<file path="src/dodt_pkg.sv">
// Shared constants and types for the synchronous termination control block
package dodt_pkg;

    // Termination latency is write latency minus this many cycles
    localparam logic [5:0] LAT_OFFSET = 6'h02;
    // Pin path skew: two synchroniser stages plus the output flop
    localparam logic [4:0] ODT_PIPE_SKEW = 5'h03;
    // Command path skew: only the output flop
    localparam logic [4:0] WR_PIPE_SKEW = 5'h01;

    // Minimum high windows, in clock cycles
    localparam logic [2:0] ODTH4_CYC = 3'h4;
    localparam logic [2:0] ODTH8_CYC = 3'h6;

    // Length of write termination after a write, in clock cycles
    localparam logic [2:0] CWN4_LEN = 3'h4;
    localparam logic [2:0] CWN8_LEN = 3'h6;

    // Reset values
    localparam logic [2:0] RTT_NOM_OFF = 3'h0;
    localparam logic [1:0] RTT_WR_OFF = 2'h0;

    // Saturating age counters used by the checks
    localparam int AGE_W = 6;

    // Additive latency selection
    typedef enum logic [1:0] {
        AL_ZERO = 2'h0,
        AL_CL_M1 = 2'h1,
        AL_CL_M2 = 2'h2,
        AL_RSVD = 2'h3
    } dodt_al_type;

endpackage

</file>
<file path="src/dodt_sync_odt.sv">
// Synchronous on-die termination control with latency, dynamic write termination and checks
// Overview of operation
// - Sync mode needs DLL locked and termination enabled
// - Sync applies CKE high, active PD, DLL-on PD
// - Termination follows sampled ODT after fixed latency
// - Latency equals write latency minus two
// - Additive latency also delays internal ODT
// - Write termination starts latency after write
// - Nominal returns four or six plus latency
// - Dynamic mode when either write code bit set
// - Nominal strength from three-bit code, zero off
`timescale 1ns/1ps
module dodt_sync_odt import dodt_pkg::*; #(
    parameter int LAT_W = 5
) (
    // Clock and reset
    input wire logic core_clk,
    input wire logic nrst,
    // Pins from the controller
    input wire logic odt_pin,
    input wire logic cke_pin,
    // Decoded write command, same clock
    input wire logic wr_cmd,
    input wire logic wr_bl8,
    // Device state, same clock
    input wire logic dll_locked,
    input wire logic bank_open,
    // Mode register fields
    input wire logic mr0_dll_pd,
    input wire logic [3:0] mr0_cas_lat,
    input wire logic [1:0] mr1_add_lat,
    input wire logic [2:0] mr1_rtt_nom,
    input wire logic [1:0] mr2_rtt_wr,
    input wire logic [3:0] mr2_cas_wr_lat,
    // Monitor control
    input wire logic err_clr,
    // Termination outputs
    output logic rtt_on_q,
    output logic rtt_wr_sel_q,
    output logic [2:0] rtt_nom_code_q,
    output logic [1:0] rtt_wr_code_q,
    // Mode and monitor status
    output logic sync_mode_q,
    output logic async_mode_q,
    output logic odth_err_q
);
    generate
        if (LAT_W < 5 || LAT_W > 8) begin : g_bad
            $error("dodt_sync_odt: LAT_W must lie in 5..8");
        end
    endgenerate

    // Turn-on and turn-off share one latency: CWL + AL - 2
    function automatic logic [LAT_W-1:0] term_lat(input logic [3:0] cwl, input logic [3:0] cl,
                                                  input logic [1:0] al_code);
        logic [5:0] al;
        logic [5:0] sum;
        al = 6'h00;
        sum = 6'h00;
        case (dodt_al_type'(al_code))
            AL_CL_M1: al = {2'h0, cl} - 6'h01;
            AL_CL_M2: al = {2'h0, cl} - 6'h02;
            default: al = 6'h00;
        endcase
        sum = {2'h0, cwl} + al - LAT_OFFSET;
        return LAT_W'(sum);
    endfunction

    logic odt_m_q, odt_s_q, cke_m_q, cke_s_q;
    logic odt_prev_q;
    logic [1:0] wr_dly_q;
    logic [LAT_W-1:0] lat;
    logic [LAT_W-1:0] odt_sel, wr_sel;
    logic odt_tap;
    logic [1:0] wr_tap;
    logic term_en, dyn_en, sync_now;
    logic odt_rise, odt_fall, wr_aligned;
    logic rtt_on_d, rtt_wr_sel_d, sync_mode_d, async_mode_d;
    logic [2:0] cnt_q, cnt_d;
    logic [2:0] hold_q, hold_d;
    logic odth_err_d;
    logic wr_bl8_dly_q;
    logic [1:0] bl8_dly_q;

    // Pins are asynchronous to core_clk; first stage feeds only the second
    always_ff @(posedge core_clk or negedge nrst) begin
        if (!nrst) begin
            odt_m_q <= 1'b0;
            odt_s_q <= 1'b0;
            cke_m_q <= 1'b0;
            cke_s_q <= 1'b0;
        end else begin
            odt_m_q <= odt_pin;
            odt_s_q <= odt_m_q;
            cke_m_q <= cke_pin;
            cke_s_q <= cke_m_q;
        end
    end

    always_comb begin
        lat = term_lat(mr2_cas_wr_lat, mr0_cas_lat, mr1_add_lat);
        // Latency below the pin skew cannot be met; clamp to the shortest path
        odt_sel = (lat >= LAT_W'(ODT_PIPE_SKEW)) ? lat - LAT_W'(ODT_PIPE_SKEW) : '0;
        wr_sel = (lat >= LAT_W'(WR_PIPE_SKEW)) ? lat - LAT_W'(WR_PIPE_SKEW) : '0;
        dyn_en = |mr2_rtt_wr;
        term_en = (mr1_rtt_nom != RTT_NOM_OFF) || dyn_en;
        sync_now = dll_locked && term_en && (cke_s_q || bank_open || mr0_dll_pd);
    end

    dodt_delay_line #(
        .WIDTH(1),
        .SEL_W(LAT_W)
    ) u_odt_line (
        .core_clk(core_clk),
        .nrst(nrst),
        .din(odt_s_q),
        .sel(odt_sel),
        .dout(odt_tap)
    );

    dodt_delay_line #(
        .WIDTH(2),
        .SEL_W(LAT_W)
    ) u_wr_line (
        .core_clk(core_clk),
        .nrst(nrst),
        .din({wr_cmd, wr_bl8}),
        .sel(wr_sel),
        .dout(wr_tap)
    );

    // Termination state and write termination window
    always_comb begin
        rtt_on_d = sync_now && odt_tap;
        sync_mode_d = sync_now;
        async_mode_d = term_en && !sync_now;
        cnt_d = cnt_q;
        if (wr_tap[1]) begin
            cnt_d = (wr_tap[0] ? CWN8_LEN : CWN4_LEN) - 3'h1;
        end else if (cnt_q != 3'h0) begin
            cnt_d = cnt_q - 3'h1;
        end
        rtt_wr_sel_d = dyn_en && (wr_tap[1] || (cnt_q != 3'h0));
    end

    always_ff @(posedge core_clk or negedge nrst) begin
        if (!nrst) begin
            rtt_on_q <= 1'b0;
            rtt_wr_sel_q <= 1'b0;
            rtt_nom_code_q <= RTT_NOM_OFF;
            rtt_wr_code_q <= RTT_WR_OFF;
            sync_mode_q <= 1'b0;
            async_mode_q <= 1'b0;
            cnt_q <= 3'h0;
        end else begin
            rtt_on_q <= rtt_on_d;
            rtt_wr_sel_q <= rtt_wr_sel_d;
            rtt_nom_code_q <= mr1_rtt_nom;
            rtt_wr_code_q <= mr2_rtt_wr;
            sync_mode_q <= sync_mode_d;
            async_mode_q <= async_mode_d;
            cnt_q <= cnt_d;
        end
    end

    // Minimum high monitor; write is delayed to line up with the synchronised pin
    always_comb begin
        odt_rise = odt_s_q && !odt_prev_q;
        odt_fall = !odt_s_q && odt_prev_q;
        wr_aligned = wr_dly_q[1];
        hold_d = (hold_q != 3'h0) ? hold_q - 3'h1 : 3'h0;
        if (odt_rise && (hold_d < ODTH4_CYC - 3'h1)) begin
            hold_d = ODTH4_CYC - 3'h1;
        end
        if (wr_aligned && odt_s_q) begin
            if (wr_bl8_dly_q && (hold_d < ODTH8_CYC - 3'h1)) begin
                hold_d = ODTH8_CYC - 3'h1;
            end else if (hold_d < ODTH4_CYC - 3'h1) begin
                hold_d = ODTH4_CYC - 3'h1;
            end
        end
        // A new violation wins over a clear in the same cycle
        odth_err_d = (odth_err_q && !err_clr) || (odt_fall && (hold_q != 3'h0));
    end

    always_ff @(posedge core_clk or negedge nrst) begin
        if (!nrst) begin
            odt_prev_q <= 1'b0;
            wr_dly_q <= 2'h0;
            bl8_dly_q <= 2'h0;
            hold_q <= 3'h0;
            odth_err_q <= 1'b0;
        end else begin
            odt_prev_q <= odt_s_q;
            wr_dly_q <= {wr_dly_q[0], wr_cmd};
            bl8_dly_q <= {bl8_dly_q[0], wr_bl8};
            hold_q <= hold_d;
            odth_err_q <= odth_err_d;
        end
    end
    assign wr_bl8_dly_q = bl8_dly_q[1];

    // Helper ages for the checks below
    logic [AGE_W-1:0] on_age_q, off_age_q, wr_age_q;
    logic last_bl8_q;
    logic [AGE_W-1:0] lat_m1, lat_a, lat_cwn4, lat_cwn8;
    function automatic logic [AGE_W-1:0] age_next(input logic start, input logic [AGE_W-1:0] a);
        if (start) begin
            return AGE_W'(1);
        end
        return (&a) ? a : a + AGE_W'(1);
    endfunction
    always_ff @(posedge core_clk or negedge nrst) begin
        if (!nrst) begin
            on_age_q <= '1;
            off_age_q <= '1;
            wr_age_q <= '1;
            last_bl8_q <= 1'b0;
        end else begin
            on_age_q <= age_next(odt_rise, on_age_q);
            off_age_q <= age_next(odt_fall, off_age_q);
            wr_age_q <= age_next(wr_cmd, wr_age_q);
            last_bl8_q <= wr_cmd ? wr_bl8 : last_bl8_q;
        end
    end
    assign lat_a = AGE_W'(lat);
    assign lat_m1 = lat_a - AGE_W'(1);
    assign lat_cwn4 = lat_a + AGE_W'(CWN4_LEN);
    assign lat_cwn8 = lat_a + AGE_W'(CWN8_LEN);
endmodule

</file>
<file path="src/dodt_delay_line.sv">
// Tapped shift register used to delay the termination request and write events
`timescale 1ns/1ps
module dodt_delay_line #(
    parameter int WIDTH = 1,
    parameter int SEL_W = 5
) (
    // Clock and reset
    input wire logic core_clk,
    input wire logic nrst,
    // Data in and selected tap out
    input wire logic [WIDTH-1:0] din,
    input wire logic [SEL_W-1:0] sel,
    output logic [WIDTH-1:0] dout
);
    localparam int DEPTH = 1 << SEL_W;

    logic [WIDTH-1:0] stage_q [DEPTH];
    logic [WIDTH-1:0] stage_d [DEPTH];

    generate
        if (WIDTH < 1 || SEL_W < 1 || SEL_W > 8) begin : g_bad
            $error("dodt_delay_line: unsupported WIDTH or SEL_W");
        end
    endgenerate

    always_comb begin
        stage_d[0] = din;
        for (int i = 1; i < DEPTH; i++) begin
            stage_d[i] = stage_q[i-1];
        end
    end

    always_ff @(posedge core_clk or negedge nrst) begin
        if (!nrst) begin
            for (int i = 0; i < DEPTH; i++) begin
                stage_q[i] <= '0;
            end
        end else begin
            for (int i = 0; i < DEPTH; i++) begin
                stage_q[i] <= stage_d[i];
            end
        end
    end

    // Tap zero is one cycle after din; every tap is reachable since DEPTH fills sel
    assign dout = stage_q[sel];

endmodule

</file>
<file path="config.mk">
export PLATFORM = sky130hd
export DESIGN_NAME = dodt_sync_odt
export DESIGN_NICKNAME = d
export VERILOG_FILES = /design/src/dodt_pkg.sv /design/src/dodt_sync_odt.sv /design/src/dodt_delay_line.sv
export SDC_FILE = /design/constraint.sdc
export NUM_CORES = 1
export LEC_CHECK = 0
export BUFFER_PORTS_ARGS = -buffer_cell sky130_fd_sc_hd__buf_2
export CAP_MARGIN = 25
export CORE_ASPECT_RATIO = 0.9
export CORE_UTILIZATION = 40
export CTS_CLUSTER_DIAMETER = 40
export CTS_CLUSTER_SIZE = 28
export DETAILED_ROUTE_END_ITERATION = 7
export GPL_ROUTABILITY_DRIVEN = 1
export HOLD_SLACK_MARGIN = 0.12
export SYNTH_ARGS = -nofsm -noshare
export SYNTH_HDL_FRONTEND = slang
export SYNTH_SLANG_ARGS = --single-unit
export TNS_END_PERCENT = 20
</file>
<file path="constraint.sdc">
create_clock -name core_clk -period 7.1 [get_ports core_clk]
set_clock_uncertainty 0.2 [all_clocks]
set_input_delay 1.42 -clock core_clk [delete_from_list [all_inputs] [get_ports core_clk]]
set_output_delay 1.42 -clock core_clk [all_outputs]
set_load 0.1 [all_outputs]
</file>
==> out/metrics.cfg <==
[clock_tree]
htree_num_levels = 4
cts.sinks = 116
cts_hold_buffers = 0
path_clk_slew_ns = 0.05
clk_path_buf_depth = 2
worstSkewPairLatency_ns = 0.42
cts_buffers = 17
tritoncts = built
cts_setup_buffers = 0
cts_root_buffer = clkbuf_16
cts_resized = 0

[synth]
synth_area_leaders = dfrtp_1 (61%), ha_1 (4.8%), mux4_2 (3.3%), mux2i_1 (2.5%), o21ai_0 (2.5%)
syn-cell-area_sq_um = 4730
synth.largest_area_cell = dfrtp_1
synth_cell_types = 63
syn_avg_cell_area_sq_um = 12.5
async_flop_share = 1.00
synth_warnings = 0
synthCells = 377
synth_ff_type = dfrtp_1
yosys_register_bits = 116
synth_top_cell_area_share = 0.614
synth_edf_count = 0
seq_area_frac_synth = 0.614
synth_fp_nets = 421

[die]
num_rows = 37
die_h_um = 105
start_util = 0.412
die_w_um = 117
core-area_sq_um = 11500
die_area_sq_um = 12300
io_pins = 35

[final_layout]
final_common_cell = dfrtp_1
final_cell_mix = dfrtp_1 (116), buf_2 (33), nand2_1 (28)
layout.nets = 467
num_antenna_cells = 0
synthToLayoutAreaGrowth_pct = 22.7
drive_above_1_share = 0.216
nFillCells = 1011

[timing]
drv_slew = 0
max_clock_freq_mhz = 171
hold_violations = 0
postLayoutSetupSlackWorst_ns = 1.24
max_slew_margin = 0.500
rsz0062_at_grt = no
fin_crit_ns = 5.86
final.setup.tns_ns = 0
worst_slew_pin_slew_ns = 0.742
finalSetupViolations = 0
fin_crit_sh = 0.826

[power]
p_leak_nw = 2.63
peakVddDrop_mv = 0.216
p_per_area_nw_per_um2 = 385

[grt]
grt_pass1_vias = 3139
grt.overflow.total = 0
grt_pass1_wl_um = 16100
antenna_found_initial = 0
grtUsageTotal = 0.178
grt_max_degree = 78

[status]
outcome = completed

[critical_path]
worst_path_most_repeated_cell = ha_1
worstPathMaxFanout = 10
r2r_slack_ns = 4.56
critPathLaunchType = primary input
crit_type = in -> reg
cpPeakStageDelay_ns = 0.74
cp.arrival_ns = 5.96
crit_chain = buf_2, inv_1, ha_1, or2b_1, a21o_1, ha_1, inv_1, ha_1, inv_1, fa_1, nand2_1, or4_1, or2_1, a21bo_1, a211oi_2, o32ai_2, o41a_1, ha_1, o21ai_0, mux2i_1
cp.required_ns = 7.20
crit_slowest_cell = fa_1
endpoint_kind = flip-flop
reg2regPathDepth = 9

[placement]
gp_congestion = 0.823
dpl_worst_slack_ns = 0.822
port-buffer-count = 34
hpwl_um = 6080

[route]
routed_via_density = 5.18
first_pass_iters = 5
totalWireLength_um = 9490
vias = 3068
drt_iter0_markers = 122
avgRoutedWirePerCell_um = 16.0
ant_nets = 0
drc = 0

[min_path]
hold_depth = 0
hp-class = reg -> reg

[flow_run]
maxCapViolCount = 0

==> state kept, by name, indices dropped and copies added (netlist names) <==
signal	flops
odth_err_q	1
u_wr_line.stage_d	60
rtt_on_q	1
rtt_wr_sel_q	1
async_mode_q	1
u_wr_line.stage_q	2
rtt_nom_code_q	3
wr_dly_q	2
odt_s_q	1
cke_s_q	1
hold_q	3
odt_m_q	1
cnt_q	3
u_odt_line.stage_q	1
u_odt_line.stage_d	31
cke_m_q	1
sync_mode_q	1
rtt_wr_code_q	2
==> final timing paths <==
path | start | endpoint
setup / recovery | mr0_cas_lat[1] | cnt_q[2]$_DFFE_PN0P_
hold / removal | odt_m_q$_DFF_PN0_ | odt_s_q$_DFF_PN0_
setup reg to reg | u_wr_line.stage_d[53]$_DFF_PN0_ | cnt_q[2]$_DFFE_PN0P_
hold reg to reg | odt_m_q$_DFF_PN0_ | odt_s_q$_DFF_PN0_
max in group asynchronous | nrst | u_wr_line.stage_d[47]$_DFF_PN0_
min in group asynchronous | nrst | rtt_wr_code_q[1]$_DFF_PN0_
==> stage by stage <==
stage / std cells / instance area (sq um) / util / hold WS [ns] / power [mW]
after global routing: 592 / 5800 / 0.505 / 0.160 / 2.35
after floorplan: 377 / 4730 / - / 0.131 / 1.13
after CTS: 591 / 5770 / 0.503 / 0.149 / 2.25
final: 592 / 5800 / 0.505 / 0.146 / 2.23
after detailed placement: 559 / 5090 / 0.444 / 0.136 / 1.26
after global placement: 559 / 5090 / 0.444 / 0.132 / 1.25
==> synth_stat cells, types with 3 or more instances <==
cell / n
mux2i_1: 12
o21ai_0: 24
dfrtp_1: 116
a21oi_1: 16
a31oi_1: 8
inv_1: 21
xor2_1: 4
nand3_1: 6
mux4_2: 7
nor2_1: 22
a211oi_1: 3
ha_1: 18
nand2b_1: 3
nand2_1: 28
clkbuf_1: 13
xnor2_1: 3
nor3_1: 12
o31ai_1: 3
==> metal layers <==
layer | track usage | share of wire | vias to the layer above | routed length, um
met2 | 0.239 | 0.44 | 84 | 4190
met4 | 0.0796 | 0.018 | 0 | 169
met3 | 0.0609 | 0.052 | 20 | 494
met1 | 0.257 | 0.49 | 1532 | 4640
met5 | 0 | 0 | - | 0
li1 | - | - | 1432 | -
==> cell families after synthesis <==
logic type,share of synthesized area
simple gates,0.101
flops,0.614
fa+ha+maj,0.0519
compound gates,0.122
mux,0.0611
buf+inv,0.0323
xor+xnor,0.0180
==> report_power, final <==
| part | internal [mW] | leakage (nW) | switching, mW |
|---|---|---|---|
| Sequential | 0.717 | 1.35 | 0.0323 |
| Clock | 0.678 | 0.331 | 0.306 |
| Combinational | 0.188 | 0.945 | 0.313 |
==> worst max-delay path: cells and delay by family <==
| family | cells | cell delay, ns |
|---|---|---|
| adders and majority gates | 5 | 1.60 |
| muxes | 1 | 0.09 |
| and+or+nand+nor | 4 | 1.30 |
| buffers and inverters | 4 | 0.30 |
| AOI/OAI and AO/OA | 6 | 1.24 |
==> cell type report <==
type,count,area (sq um),area share
sequential,116,2900,0.500
multi-input combinational,223,1680,0.290
clock buffer,20,457,0.0787
timing repair buffer,43,260,0.0449
clock inverter,12,224,0.0386
tap,156,195,0.0336
inverter,22,82.6,0.0142
Note: power is estimated with default switching activity, not from simulation.
